`src/logic/stog_pkg.sv`:
```
package stog_pkg;
	localparam int STOG_SYNC_STAGES = 2;
	localparam int STOG_CLK_MHZ = 25;
	localparam int STOG_BLOCK_MS = 20;
	localparam int STOG_BLOCK_CYC = STOG_BLOCK_MS * 1000 * STOG_CLK_MHZ;
	localparam int STOG_DEB_CYC = 4;
	localparam logic [2:0] STOG_CODE_NONE = 3'h7;
	localparam logic [2:0] STOG_CODE_EXT = 3'h0;
	localparam logic [2:0] STOG_CODE_MISMATCH = 3'h1;
	localparam logic [2:0] STOG_CODE_SUPPLY = 3'h2;
	localparam logic [2:0] STOG_CODE_INPUT = 3'h3;
	localparam logic [2:0] STOG_CODE_BUFFER = 3'h4;
	localparam logic [7:0] STOG_FAULT_GROUP = 8'h96;
	typedef enum logic [1:0] {
		STOG_ST_POWERUP = 2'b00,
		STOG_ST_INIT = 2'b01,
		STOG_ST_RUN = 2'b10,
		STOG_ST_SAFE = 2'b11
	} stog_state_t;
endpackage : stog_pkg

```
`src/logic/stog_sync.sv`:
```
`timescale 1ns/1ps
module stog_sync #(
	parameter int WIDTH = 2
) (
	input wire logic clk,
	input wire logic rst,
	input wire logic [WIDTH-1:0] async_in,
	output logic [WIDTH-1:0] sync_out
);
	logic [WIDTH-1:0] meta_r;
	logic [WIDTH-1:0] meta_nxt;
	logic [WIDTH-1:0] sync_r;
	logic [WIDTH-1:0] sync_nxt;

	// Reset to low makes both requests read as dropped, so the gate starts blocked.
	always_comb begin
		meta_nxt = rst ? '0 : async_in;
		sync_nxt = rst ? '0 : meta_r;
	end

	always_ff @(posedge clk) begin
		meta_r <= meta_nxt;
		sync_r <= sync_nxt;
	end

	assign sync_out = sync_r;
endmodule : stog_sync

```
`src/logic/stog_gate.sv`:
```
// Contract
// RL1 - Gate signals pass only while both request inputs are high.
// RL2 - Gating is blocked within twenty milliseconds of any request going low.
// RL3 - Both requests low reports the external request code 150.0.
// RL4 - Exactly one request low reports the mismatch code 150.1, gate blocked.
// RL5 - Supply out of range enters torque off and reports code 150.2.
// RL6 - Input circuit fault enters torque off and reports code 150.3.
// RL7 - Buffer circuit fault enters torque off and reports code 150.4.
// RL8 - From power on the buffer enable stays inactive and gating is blocked.
// RL9 - Gating stays blocked until processor initialisation has finished.
// RL10 - Leaving torque off needs auto reset, both high, run off, no fault.
// RL11 - The safety party drops both request inputs at the same time.
// RL12 - The active fault code is shown on the status display output.
// RL13 - Each request input passes two flip-flops before it is evaluated.
`timescale 1ns/1ps
module stog_gate
	import stog_pkg::*;
#(
	parameter int PWM_CH = 6,
	parameter int DEB_CYC = STOG_DEB_CYC
) (
	input wire logic CORE_CLK,
	input wire logic SYS_RST,
	input wire logic TORQUE_OFF_REQ_A,
	input wire logic TORQUE_OFF_REQ_B,
	input wire logic SUPPLY_OUT_OF_RANGE,
	input wire logic INPUT_CIRCUIT_FAULT,
	input wire logic BUFFER_CIRCUIT_FAULT,
	input wire logic INIT_DONE,
	input wire logic RUN_CMD,
	input wire logic AUTO_RESET,
	input wire logic [PWM_CH-1:0] PWM_IN,
	output logic [PWM_CH-1:0] PWM_OUT,
	output logic PWM_BUF_EN_N,
	output logic TORQUE_OFF,
	output logic FAULT_VALID,
	output logic [7:0] FAULT_GROUP,
	output logic [2:0] FAULT_SUB
);
	logic [1:0] req_raw;
	logic [1:0] req_s;
	logic [2:0] flt_raw;
	logic [2:0] flt_s;
	logic req_a;
	logic req_b;
	logic both_hi;
	logic one_lo;
	logic diag_flt;
	logic [2:0] cause;
	logic [7:0] deb_r;
	logic [7:0] deb_nxt;
	logic mis_stable;
	stog_state_t st_r;
	stog_state_t st_nxt;
	logic [PWM_CH-1:0] pwm_r;
	logic [PWM_CH-1:0] pwm_nxt;
	logic buf_en_n_r;
	logic buf_en_n_nxt;
	logic [2:0] code_r;
	logic [2:0] code_nxt;

	assign req_raw = {TORQUE_OFF_REQ_B, TORQUE_OFF_REQ_A};
	assign flt_raw = {BUFFER_CIRCUIT_FAULT, INPUT_CIRCUIT_FAULT,
		SUPPLY_OUT_OF_RANGE};

	// Requests and diagnostic flags are resynchronised to the core clock.
	stog_sync #(.WIDTH(2)) u_req_sync ( // RL13
		.clk(CORE_CLK),
		.rst(SYS_RST),
		.async_in(req_raw),
		.sync_out(req_s)
	);

	stog_sync #(.WIDTH(3)) u_flt_sync (
		.clk(CORE_CLK),
		.rst(SYS_RST),
		.async_in(flt_raw),
		.sync_out(flt_s)
	);

	assign req_a = req_s[0];
	assign req_b = req_s[1];
	assign both_hi = req_a & req_b;
	assign one_lo = req_a ^ req_b;
	assign diag_flt = |flt_s;

	// A mismatch is reported only once it has lasted a few cycles, so the
	// small skew between two inputs that drop together is not flagged.
	always_comb begin
		deb_nxt = deb_r;
		if (SYS_RST || !one_lo) begin
			deb_nxt = 8'h00;
		end else if (deb_r < 8'(DEB_CYC)) begin
			deb_nxt = deb_r + 8'h01;
		end
	end
	assign mis_stable = one_lo && (deb_r >= 8'(DEB_CYC)); // RL11

	always_ff @(posedge CORE_CLK) begin
		deb_r <= deb_nxt;
	end

	// Cause priority: diagnosis faults first, then the request pattern.
	always_comb begin
		cause = STOG_CODE_NONE;
		if (flt_s[2]) begin
			cause = STOG_CODE_BUFFER; // RL7
		end else if (flt_s[1]) begin
			cause = STOG_CODE_INPUT; // RL6
		end else if (flt_s[0]) begin
			cause = STOG_CODE_SUPPLY; // RL5
		end else if (!req_a && !req_b) begin
			cause = STOG_CODE_EXT; // RL3
		end else if (mis_stable) begin
			cause = STOG_CODE_MISMATCH; // RL4
		end
	end

	always_comb begin
		st_nxt = st_r;
		code_nxt = code_r;
		unique case (st_r)
			STOG_ST_POWERUP: begin
				st_nxt = STOG_ST_INIT; // RL8
			end
			STOG_ST_INIT: begin
				if (INIT_DONE) begin
					st_nxt = STOG_ST_SAFE; // RL9
				end
			end
			STOG_ST_RUN: begin
				if (!both_hi || diag_flt) begin
					st_nxt = STOG_ST_SAFE; // RL1
				end
			end
			STOG_ST_SAFE: begin
				if (AUTO_RESET && both_hi && !RUN_CMD && !diag_flt) begin
					st_nxt = STOG_ST_RUN; // RL10
				end
			end
		endcase
		// The shown code follows the live cause; any new cause replaces it, and
		// the last code is held while no cause is present until RUN is entered.
		if (cause != STOG_CODE_NONE) begin
			code_nxt = cause; // RL12
		end else if (st_nxt == STOG_ST_RUN) begin
			code_nxt = STOG_CODE_NONE;
		end
		if (SYS_RST) begin
			st_nxt = STOG_ST_POWERUP;
			code_nxt = STOG_CODE_NONE;
		end
	end

	always_ff @(posedge CORE_CLK) begin
		st_r <= st_nxt;
		code_r <= code_nxt;
	end

	// Gate passes only in RUN with both requests high and no diagnosis.
	always_comb begin
		if (st_r == STOG_ST_RUN && both_hi && !diag_flt && !SYS_RST) begin
			pwm_nxt = PWM_IN; // RL1
			buf_en_n_nxt = 1'b0;
		end else begin
			pwm_nxt = '0; // RL2
			buf_en_n_nxt = 1'b1; // RL8
		end
	end

	always_ff @(posedge CORE_CLK) begin
		pwm_r <= pwm_nxt;
		buf_en_n_r <= buf_en_n_nxt;
	end

	assign PWM_OUT = pwm_r;
	assign PWM_BUF_EN_N = buf_en_n_r;
	assign TORQUE_OFF = (st_r != STOG_ST_RUN);
	assign FAULT_VALID = (code_r != STOG_CODE_NONE);
	assign FAULT_GROUP = STOG_FAULT_GROUP;
	assign FAULT_SUB = code_r;
endmodule : stog_gate

```
`config.mk`:
```
export PLATFORM = sky130hd
export DESIGN_NAME = stog_gate
export DESIGN_NICKNAME = d
export VERILOG_FILES = /design/src/logic/stog_pkg.sv /design/src/logic/stog_sync.sv /design/src/logic/stog_gate.sv
export SDC_FILE = /design/constraint.sdc
export NUM_CORES = 1
export LEC_CHECK = 0
export ABC_AREA = 1
export BUFFER_PORTS_ARGS = -buffer_cell sky130_fd_sc_hd__buf_4
export CORE_MARGIN = 2
export CORE_UTILIZATION = 45
export DETAILED_ROUTE_END_ITERATION = 8
export HOLD_SLACK_MARGIN = 0.06
export PLACE_DENSITY = 0.72
export SYNTH_ARGS = -nofsm -noshare
export SYNTH_HDL_FRONTEND = slang
export SYNTH_SLANG_ARGS = --single-unit
```
`constraint.sdc`:
```
create_clock -name CORE_CLK -period 1.7 [get_ports CORE_CLK]
set_input_delay 0.085 -clock CORE_CLK [delete_from_list [all_inputs] [get_ports CORE_CLK]]
set_output_delay 0.085 -clock CORE_CLK [all_outputs]
set_load 0.005 [all_outputs]
```
== Word-level counts from Yosys, hierarchy flattened ==
Index checks and enable logic that the tools add are counted.
Widths: inputs -> output; s select.

* Input port bits: 16
* Latch bits: 0
* Word-level logic and storage cells: 53
* Memory bits (writable): 0
* Bits in read-only memories: 0
* Memories kept: 0
* Register bits after elaboration: 30
* Output and inout bits: 20

* Add/sub/neg operators: 1
* Shift operators: 0
* $mul: 0
* Reduce and logical (&&, ||, !) cells: 20
* Equal/unequal tests: 7
* Order comparisons: 2
* Bitwise operators: 2
* Muxes and demuxes: 12
* Div/mod/pow operators: 0

{| class="wikitable"
|+ Operators by type and width
! kind !! number
|-
| $mux 3 || 7
|-
| $add 8x1->8 const B || 1
|-
| $ge 8x3->1 const B || 1
|-
| $logic_and 1x1->1 || 8
|-
| $lt 8x3->1 const B || 1
|-
| $pmux 2 s4 || 1
|-
| $logic_not 1->1 || 7
|-
| $eq 2x2->1 const B || 3
|-
| $mux 2 || 3
|-
| $ne 3x3->1 const B || 2
|-
| $reduce_or 3->1 || 1
|-
| $eq 2x1->1 const B || 1
|-
| $logic_not 2->1 || 1
|-
| $logic_or 1x1->1 || 2
|-
| $ne 2x2->1 const B || 1
|-
| $reduce_bool 2->1 || 1
|-
| $and 1x1->1 || 1
|-
| $mux 1 || 1
|-
| $xor 1x1->1 || 1
|}

== Logic depth before layout (Yosys ltp) ==
Gate-level depths: netlist (run 1).

* Depth in word-level cells: 9
* Gate-level depth with buffers: 10
* Gate-level depth less buffers: 10

== Modules after synthesis ==
A second synthesis (run 1) with hierarchy kept.

* Cell total of the unflattened synthesis: 142
* Area, all modules: 1,139.8 um^2

{| class="wikitable"
|+ By module, submodules not included
! module !! area each (um^2) !! cells an instance !! instances
|-
| stog_gate || 864.6 || 112 || 1
|-
| stog_sync (u_flt_sync) || 165.2 || 18 || 1
|-
| stog_sync (u_req_sync) || 110.1 || 12 || 1
|}

== Least setup slack after synthesis (run 1) ==
Ideal clock, no wire load.

* Path type: register -> register
* Start: register u_req_sync.sync_r[0], in the netlist u_req_sync.sync_out[0]
* End: register code_r[1], in the netlist FAULT_SUB[1]
* Data required time: 1.580 ns
* Cell stages (with the launch flop): 11
* Clock period less this slack: 1.245 ns
* Data arrival time: 1.126 ns
* Library setup time: 0.120 ns
* Path slack: 0.455 ns
* Path through: dfxtp_1 > inv_1 > ha_1 > inv_1 > nand2_1 > a21oi_1 > nand2_2 > nand2_1 > nand2_1 > nand2_1 > nand3_1

* Word-level cells in the longest chain between the ends: 9
* Elaborated cells on any way between the ends: 22
* Those cells by class: 2 x eq/ne; 9 x mux; 2 x bitwise; 9 x reduce/logical

{| class="wikitable"
|+ RTL lines
! item !! line !! text
|-
| start, declared || stog_sync.sv:12 || <nowiki>logic [WIDTH-1:0] sync_r;</nowiki>
|-
| start signal, assigned || stog_sync.sv:23 || <nowiki>sync_r <= sync_nxt;</nowiki>
|-
| $xor 1x1->1 || stog_gate.sv:84 || <nowiki>assign one_lo = req_a ^ req_b;</nowiki>
|-
| $logic_and 1x1->1 || stog_gate.sv:97 || <nowiki>assign mis_stable = one_lo && (deb_r >= 8'(DEB_CYC));</nowiki>
|-
| $mux 3 || stog_gate.sv:114 || <nowiki>end else if (mis_stable) begin</nowiki>
|-
| $mux 3 || stog_gate.sv:112 || <nowiki>end else if (!req_a && !req_b) begin</nowiki>
|-
| $mux 3 || stog_gate.sv:110 || <nowiki>end else if (flt_s[0]) begin</nowiki>
|-
| $mux 3 || stog_gate.sv:108 || <nowiki>end else if (flt_s[1]) begin</nowiki>
|-
| $mux 3 || stog_gate.sv:106 || <nowiki>if (flt_s[2]) begin</nowiki>
|-
| $ne 3x3->1 || stog_gate.sv:144 || <nowiki>if (cause != STOG_CODE_NONE) begin</nowiki>
|-
| $mux 3 / $reduce_bool 2->1 (equally long branches) || - ||
|-
| end signal, assigned || stog_gate.sv:157 || <nowiki>code_r <= code_nxt;</nowiki>
|-
| end, declared || stog_gate.sv:59 || <nowiki>logic [2:0] code_r;</nowiki>
|}

Parallel ways exist; a longest one is shown, timed or not.
A chain may end at the register's enable or synchronous reset.

== Worst setup path after layout (run 1) ==
Same ends and word-level chain as after synthesis.

==> impl_metrics.yaml, run 1 <==
die:
  die_w_um: 54.4
  io_pins: 36
  num_rows: 18
  die_h_um: 54.4
  core_area_um2: 2430
  start_util_pct: 47.0
  die_area_um2: 2960
yosys:
  syn_inst: 143
  yosysUniqueCellTypes: 17
  async_reset_ff_share_pct: 0
  synth.avg_cell_area_um2: 8.00
  synth_edf_count: 0
  ys.flop_type: "dfxtp_1"
  synth_warnings: 0
  ys_seq_elements: 30
  synth_top_area_cell: "dfxtp_1"
  ys_seq_area_share_pct: 52.5
  netlist_area_um2: 1140
  synth.top_cell.area_share_pct: 52.5
  ys_top_cells_by_area: "dfxtp_1 53%, inv_1 10%, nor2_1 7.2%"
grt:
  grt.overflow.total: 0
  grt_pass1_vias: 807
  antenna_found_initial: 0
  grt_max_degree: 14
  grt_pass1_wl_mm: 3.17
  grt_use_total_pct: 15.9
setup_path:
  path_class: "reg -> reg"
  worstPathArrival_ps: 1620
  worstPathMaxFanout: 4
  endpoint_kind: "flop"
  cp-start-kind: "flop"
  crit_required_ps: 1910
pwr:
  p_int_uw: 995
  combPwrFrac_pct: 11.6
  seq_power_share_pct: 57.3
  power_density_nw_per_um2: 813
  ir_worst_vdd_mv: 0.727
  finalPower_uw: 1290
  switching_share_pct: 22.7
  power_leakage_uw: 0.000796
  p_sw_uw: 292
  pwr-share-clk_pct: 31.1
final_layout:
  fillers: 211
  drive_above_1_share_pct: 24.5
  insertedDiodeCount: 0
  utilization_pct: 65.1
  synthToLayoutAreaGrowth_pct: 38.5
  final_common_cell: "inv_1"
  final_nets: 213
  most-common-layout-cells: "31 x inv_1, 30 x dfxtp_1, 27 x buf_4"
placed_design:
  gp_congestion: 0.791
  io_buffers: 27
  dp_hpwl_mm: 1.34
route:
  via_per_inst: 4.11
  final_antenna_net_count: 0
  avgRoutedWirePerCell_um: 9.39
  dr.pass1.iters: 4
  wl_mm: 2.08
  route.detailed.drc: 0
  drtIter0Drc: 1
  num_vias: 913
clocking:
  clk_pin_slew_ps: 80
  cts.root.buffer_cell: "clkbuf_4"
  numCtsBuffers: 5
  clk_path_buf_depth: 2
  clock_latency_ps: 320
  h-tree-depth: 2
  cts_tree: "done"
  cts_setup_buffers: 0
  tritoncts_num_sinks: 30
sta:
  fmax_mhz: 707
  rsz0062_at_grt: "false"
  period_minus_slack_ps: 1420
  min_period_over_period_pct: 83.2
  whs_ps: 82.7
  slew_viol_final: 0
  setup_viol: 0
  hold_viol_final: 0
  fin_setup_tns_ps: 0
  finClkSkew_ps: 2.03
status:
  status: "completed"
flow_run:
  cap_violations: 0
hold_path:
  hp-class: "in -> reg"
==> cells by family after synthesis <==
logic type / share of synthesized area (%)
compound gates: 4.92
flops: 52.5
fa+ha+maj: 4.38
simple gates: 20.1
other cells: 0.657
buf+inv: 17.4
==> final timing paths <==
path / depth (start not counted) / slack, ps / to / from
max: 10 / 280 / FAULT_SUB[1]$_SDFFE_PP1P_ / u_req_sync.sync_out[0]$_SDFF_PP0_
min reg2reg: 2 / 400 / u_req_sync.sync_out[1]$_SDFF_PP0_ / u_req_sync.meta_r[1]$_SDFF_PP0_
max reg2reg: 10 / 280 / FAULT_SUB[1]$_SDFFE_PP1P_ / u_req_sync.sync_out[0]$_SDFF_PP0_
min: 4 / 80 / st_r[0]$_SDFF_PP0_ / AUTO_RESET
==> critical path, cell delays in order (launching register included) <==
cell     delay (ps)
dfxtp_1         340
inv_1            50
ha_1            190
inv_1            90
nand2_1          60
a21oi_1         200
nand2_2         110
nand2_1          90
nand2_1          60
nand2_1          60
nand3_1          70
==> flip-flops by register name, indices dropped and copies added, names as in the netlist <==
register	count
PWM_BUF_EN_N	1
u_req_sync.sync_out	2
u_req_sync.meta_r	2
st_r	2
u_flt_sync.meta_r	3
FAULT_SUB	3
u_flt_sync.sync_out	3
PWM_OUT	6
deb_r	8
==> through the flow <==
stage | instance area, um2 | setup slack [ps] | std cells
6_report | 1580 | 285 | 222
5_1_grt | 1580 | 147 | 222
4_1_cts | 1580 | 299 | 222
3_5_place_dp | 1340 | 317 | 197
3_3_place_gp | 1340 | 415 | 197
2_1_floorplan | 1170 | 455 | 149
==> what timing repair did <==
action / CTS / global route
endpoints found under the hold margin: 18 / 0
hold buffers: 19 / 0
resized for setup: 0 / 0
==> routing by layer <==
layer	track usage, %	share of wire (%)
met5	0	0
met1	16.3	40
met3	5.74	5.1
met4	10.0	1.7
met2	27.1	53
==> synth_stat cells, types with 2 or more instances <==
master	count
nand2_2	2
nor2_2	5
a21oi_1	6
inv_1	31
ha_1	4
nor2_1	22
inv_2	5
o21ai_1	4
dfxtp_1	30
conb_1	2
buf_4	8
nand3_2	2
nand3_1	5
nand2_1	14
==> final cells by class <==
class,count,area (um2),share of cell area [%]
Sequential cell,30,601,37.9
Timing Repair Buffer,46,393,24.8
Multi-Input combinational cell,74,367,23.1
Inverter,36,135,8.53
Clock buffer,6,51.3,3.24
Tap cell,30,37.5,2.37
==> power groups by stage <==
stage               logic [uW]  registers (uW)  clock network (uW)
floorplan                 72.4             752                   0
global placement           107             753                   0
detailed placement         112             753                   0
CTS                        147             737                 414
global route               167             739                 457
finish                     150             737                 401
No activity file was read; power rests on OpenSTA's default activity.
==> run 2: changes to the inputs <==
--- a/config.mk
+++ b/config.mk
@@ -5,10 +5,10 @@
 export SDC_FILE = /design/constraint.sdc
 export NUM_CORES = 1
 export LEC_CHECK = 0
-export ABC_AREA = 1
+export ABC_AREA = 0
 export BUFFER_PORTS_ARGS = -buffer_cell sky130_fd_sc_hd__buf_4
 export CORE_MARGIN = 2
-export CORE_UTILIZATION = 45
+export CORE_UTILIZATION = 43
 export DETAILED_ROUTE_END_ITERATION = 8
 export HOLD_SLACK_MARGIN = 0.06
 export PLACE_DENSITY = 0.72
==> constraint.sdc (replaced) <==
create_clock -name CORE_CLK -period 1.3 [get_ports CORE_CLK]
set_input_delay 0.065 -clock CORE_CLK [delete_from_list [all_inputs] [get_ports CORE_CLK]]
set_output_delay 0.065 -clock CORE_CLK [all_outputs]
set_load 0.005 [all_outputs]
==> run 2 against run 1 <==
  * The flow now finishes with violations (setup timing)
  * Combinational power rose by 22%
  * Wire length is 8.2% higher
  * Non-clock buffer count did not move
  * Critical endpoint is now FAULT_SUB[2]$_SDFFE_PP1P_
  * Largest cell class unchanged
==> impl_metrics.yaml, run 2 <==
status:
  status: "complete, but fails checks"
  violations: "setup timing"
clocking:
  numCtsBuffers: 5
  cts_tree: "done"
  clk_pin_slew_ps: 90
  tritoncts_num_sinks: 30
  h-tree-depth: 2
  cts.root.buffer_cell: "clkbuf_4"
  clk_path_buf_depth: 2
  clock_latency_ps: 340
final_layout:
  insertedDiodeCount: 0
  final_nets: 178
  final_common_cell: "buf_4"
  max_flop_register: "deb_r"
  largest_register_ffs: 8
  most-common-layout-cells: "33 x buf_4, 27 x dfxtp_1, 12 x dlygate4sd3_1"
  drive_above_1_share_pct: 35.8
  fillers: 202
  ff_latch_area_um2: 609
  postLayoutCellArea_um2: 1670
  utilization_pct: 67.4
  multi_input_area_um2: 507
  synthToLayoutAreaGrowth_pct: 49.7
yosys:
  synth-xor-area-share_pct: 0.785
  synth.top_cell.area_share_pct: 53.8
  synth_compound_area_share_pct: 7.06
  synth-simple-area-share_pct: 23.8
  synth.avg_cell_area_um2: 10.2
  synth_common_cells: "30 x dfxtp_1, 11 x and2_1, 11 x nor2b_1"
  synth_mux_area_share_pct: 0.897
  syn_inst: 109
  synthAdderAreaFrac_pct: 4.48
  ys_seq_area_share_pct: 53.8
  ys_top_cells_by_area: "dfxtp_1 54%, and2_1 6.2%, nor2b_1 6.2%"
  synth_top_area_cell: "dfxtp_1"
  ys.flop_type: "dfxtp_1"
  synth_warnings: 0
  netlist_area_um2: 1120
  async_reset_ff_share_pct: 0
  ys_seq_elements: 30
  yosysUniqueCellTypes: 28
  synth_top_family_by_area: "simple AND/OR/NAND/NOR gates"
  synth.most_common_cell: "dfxtp_1"
  synth_edf_count: 0
sta:
  period_minus_slack_ps: 1430
  min_period_over_period_pct: 110
  slew_viol_final: 0
  fmax_mhz: 701
  setup_viol: 3
  hold_viol_final: 0
  layout_setup_ws_ps: -126
  finClkSkew_ps: 11.6
  rsz0062_at_grt: "true"
  fin_setup_tns_ps: -261
setup_path:
  path_class: "reg -> reg"
  cp-start-kind: "flop"
  crit_path_top_delay_cell: "dfxtp_4"
  crit_required_ps: 1530
  worstPathMaxFanout: 3
  crit_start: "u_req_sync.sync_out[1]$_SDFF_PP0_"
  r2r-start: "u_req_sync.sync_out[1]$_SDFF_PP0_"
  slowest_delay_ps: 370
  crit_chain: "inv_2 > ha_4 > nor2_2 > nor2_1 > or3_1 > a311o_1"
  worstPathArrival_ps: 1650
  endpoint_kind: "flop"
placed_design:
  io_buffers: 27
  gp_congestion: 0.702
  placed_area_um2: 1390
  dp_hpwl_mm: 1.49
grt:
  grt_max_degree: 20
  grt.overflow.total: 0
  grt_use_total_pct: 16.6
  grt_pass1_vias: 809
  grt_pass1_wl_mm: 3.37
  antenna_found_initial: 0
pwr:
  power_density_nw_per_um2: 1280
  finalPower_uw: 2130
  power_leakage_uw: 0.000739
  ir_worst_vdd_mv: 0.955
flow_run:
  cap_violations: 0
die:
  io_pins: 36
  die_w_um: 54.9
  num_rows: 18
  die_h_um: 54.9
  core_area_um2: 2480
  die_area_um2: 3020
  start_util_pct: 45.1
hold_path:
  hp-class: "in -> reg"
  hold_start: "SYS_RST"
route:
  num_vias: 870
  dr.pass1.iters: 4
  via_per_inst: 4.60
  final_antenna_net_count: 0
  drtIter0Drc: 9
  wl_mm: 2.26
  avgRoutedWirePerCell_um: 11.9
  route.detailed.drc: 0
## run 2: cells by family (layout without fill, tap and decap cells)
kind of cell    count (synthesis)  count (layout)
xor+xnor                        1               1
mux                             1               1
compound gates                 10              10
fa+ha+maj                       4               4
simple gates                   44              44
flops                          30              30
buf+inv                        17              61
other cells                     2               8
## run 2: report_power, final
part	leakage (uW)	internal [uW]	switching (uW)
Clock	0.0000585	651	325
Combinational	0.000433	115	68.8
Sequential	0.000247	946	25.7
Total	0.000739	1710	419
## run 2: what timing repair did
item                                   CTS  global route
setup endpoints to repair               11            12
cloned                                   0             0
pin swaps                                1             4
buffers inserted                         0             1
endpoints found under the hold margin   13             0
hold buffers                            12             0
resized for setup                        6             6
## run 2: path summary, 6_finish.rpt
check / to / slack, ps / cells after the start
worst min-delay path: st_r[0]$_SDFF_PP0_ / 120 / 3
worst max-delay path: FAULT_SUB[2]$_SDFFE_PP1P_ / -130 / 6
worst max register to register: FAULT_SUB[2]$_SDFFE_PP1P_ / -130 / 6
worst min register to register: u_req_sync.sync_out[0]$_SDFF_PP0_ / 440 / 1
## run 2: per-stage QoR
| stage | hold slack (ps) | setup slack (ps) | std cells |
|---|---|---|---|
| after floorplan | 187 | -81.2 | 115 |
| after global placement | 266 | -92.0 | 168 |
| after detailed placement | 270 | -142 | 168 |
| after CTS | 50.2 | -133 | 188 |
| after global routing | 138 | -186 | 189 |
| final | 118 | -126 | 189 |
## run 2: critical path, delay by kind of cell (launching register included)
family | cells | cell delay [ps]
AND/OR/NAND/NOR | 3 | 430
flip-flops | 1 | 370
AO/OA/AOI/OAI | 1 | 320
adder cells (fa/ha/maj) | 1 | 160
buffers and inverters | 1 | 50
## run 2: layout make-up
class	instances	area share, %
sequential	30	36.5
multi-input combinational	68	30.3
timing repair buffer	46	22.7
clock inverter	2	3.60
clock buffer	6	3.07
tap	30	2.25
inverter	7	1.57
## run 2: routing by layer
metal | global-route usage (%) | routed length [um] | up-vias
met4 | 8.54 | 59 | 0
li1 | - | - | 432
met5 | 0 | 0 | -
met2 | 30.0 | 1210 | 27
met1 | 15.4 | 836 | 403
met3 | 8.06 | 149 | 8
==> run 3: changes to the inputs <==
--- a/config.mk
+++ b/config.mk
@@ -7,11 +7,14 @@
 export LEC_CHECK = 0
 export ABC_AREA = 0
 export BUFFER_PORTS_ARGS = -buffer_cell sky130_fd_sc_hd__buf_4
+export CAP_MARGIN = 25
 export CORE_MARGIN = 2
 export CORE_UTILIZATION = 43
+export CTS_BUF_LIST = sky130_fd_sc_hd__clkbuf_8 sky130_fd_sc_hd__clkbuf_16
 export DETAILED_ROUTE_END_ITERATION = 8
 export HOLD_SLACK_MARGIN = 0.06
 export PLACE_DENSITY = 0.72
+export SKIP_CTS_REPAIR_TIMING = 1
 export SYNTH_ARGS = -nofsm -noshare
 export SYNTH_HDL_FRONTEND = slang
 export SYNTH_SLANG_ARGS = --single-unit
==> run 3 against run 2 <==
  * The run still ends with setup timing left
  * Wire length grew 10%
  * Clock power grew 19%
  * Sequential cell count is the same
  * Clock skew shrank 5.4 ps
  * Hold slack lost 4.1 ps
  * Final area grew 4.0%
  * Power grew 9.8%
  * Non-clock buffer count grew 1
  * Sequential share of layout area shrank 1.5 points
  * Largest cell class unchanged
  * Largest power group unchanged
==> impl_metrics.yaml, run 3 (synthesis results as in run 2) <==
route:
  dr.pass1.iters: 2
  avgRoutedWirePerCell_um: 13.1
  num_vias: 883
  via_per_inst: 4.65
  drtIter0Drc: 2
  route.detailed.drc: 0
  wl_mm: 2.49
  final_antenna_net_count: 0
final_layout:
  largest_register_ffs: 8
  final_common_cell: "buf_4"
  drive_above_1_share_pct: 38.1
  synthToLayoutAreaGrowth_pct: 55.6
  utilization_pct: 70.1
  most-common-layout-cells: "34 x buf_4, 27 x dfxtp_1, 12 x dlygate4sd3_1"
  fillers: 185
  postLayoutCellArea_um2: 1740
  final_nets: 179
  insertedDiodeCount: 0
  max_flop_register: "deb_r"
sta:
  whs_ps: 114
  hold_viol_final: 0
  finClkSkew_ps: 6.21
  layout_setup_ws_ps: -169
  rsz0062_at_grt: "true"
  setup_viol: 3
  slew_viol_final: 0
  period_minus_slack_ps: 1470
  fmax_mhz: 681
  min_period_over_period_pct: 113
clocking:
  tritoncts_num_sinks: 30
  clock_latency_ps: 280
  h-tree-depth: 2
  clk_path_buf_depth: 2
  cts_tree: "done"
  numCtsBuffers: 5
  cts.root.buffer_cell: "clkbuf_8"
  clk_pin_slew_ps: 60
hold_path:
  min_path_cells: 4
  min_to: "PWM_BUF_EN_N$_DFF_P_"
  hp-class: "in -> reg"
  hold_start: "SYS_RST"
die:
  num_rows: 18
  die_w_um: 54.9
  die_h_um: 54.9
  core_area_um2: 2480
  start_util_pct: 45.1
  die_area_um2: 3020
  io_pins: 36
setup_path:
  r2r-start: "u_req_sync.sync_out[1]$_SDFF_PP0_"
  reg2reg_slack_ps: -170
  endpoint_kind: "flop"
  reg2reg_to: "FAULT_SUB[2]$_SDFFE_PP1P_"
  worstPathArrival_ps: 1640
  crit_required_ps: 1470
  cp-start-kind: "flop"
  worstPathMaxFanout: 3
  r2r.worst_path.cells: 6
  path_class: "reg -> reg"
pwr:
  finalPower_uw: 2340
  ir_worst_vdd_mv: 1.01
  power_density_nw_per_um2: 1350
  power_leakage_uw: 0.000758
status:
  status: "complete, but fails checks"
  violations: "setup timing"
placed_design:
  placed_area_um2: 1390
  io_buffers: 27
  dp_hpwl_mm: 1.49
  gp_congestion: 0.702
grt:
  grt.overflow.total: 0
  grt_use_total_pct: 15.3
  grt_max_degree: 20
  grt_pass1_vias: 722
  grt_pass1_wl_mm: 3.03
  antenna_found_initial: 0
flow_run:
  cap_violations: 0
run 3: worst max-delay path by stage:
stage / from / endpoint / slack (ps) / depth (start not counted)
after floorplan: u_req_sync.sync_out[1]$_SDFF_PP0_ / FAULT_SUB[2]$_SDFFE_PP1P_ / -80 / 6
after global placement: u_req_sync.sync_out[1]$_SDFF_PP0_ / FAULT_SUB[2]$_SDFFE_PP1P_ / -90 / 6
after detailed placement: u_req_sync.sync_out[1]$_SDFF_PP0_ / FAULT_SUB[2]$_SDFFE_PP1P_ / -140 / 6
after CTS: u_req_sync.sync_out[1]$_SDFF_PP0_ / FAULT_SUB[2]$_SDFFE_PP1P_ / -150 / 6
after global routing: u_req_sync.sync_out[1]$_SDFF_PP0_ / FAULT_SUB[2]$_SDFFE_PP1P_ / -230 / 6
final: u_req_sync.sync_out[1]$_SDFF_PP0_ / FAULT_SUB[2]$_SDFFE_PP1P_ / -170 / 6
run 3: through the flow:
stage          setup slack, ps  instances  TNS (ps)
6_report                  -169        190      -304
5_1_grt                   -232        190      -583
4_1_cts                   -152        176      -424
3_5_place_dp              -142        168      -285
3_3_place_gp             -92.0        168      -136
2_1_floorplan            -81.2        115     -81.2
run 3: worst max-delay path, stage by stage, from the launching register on:
cell     delay [ps]
dfxtp_2         350
inv_2            50
ha_4            160
nor2_2          100
nor2_2           50
or3_1           330
a311o_1         320
run 3: power by group:
| part | internal (uW) | total [uW] | switching [uW] |
|---|---|---|---|
| combinational | 124 | 201 | 76.7 |
| sequential | 949 | 978 | 29.6 |
| clock | 817 | 1160 | 345 |
run 3: cell type report:
| class | instances | area, um2 | share of cell area (%) |
|---|---|---|---|
| timing repair buffer | 47 | 387 | 22.3 |
| sequential | 30 | 607 | 34.9 |
| clock buffer | 6 | 82.6 | 4.76 |
| inverter | 7 | 26.3 | 1.51 |
| clock inverter | 2 | 60.1 | 3.46 |
| tap | 30 | 37.5 | 2.16 |
| multi-input combinational | 68 | 537 | 30.9 |
run 3: layer usage:
layer	GRT usage, %	wire length [um]	part of all wire [%]	up-vias
li1	-	-	-	433
met1	15.0	857	34	411
met2	24.4	1410	57	30
met3	8.87	156	6.3	9
met4	10.2	67	2.7	0
met5	0	0	0	-
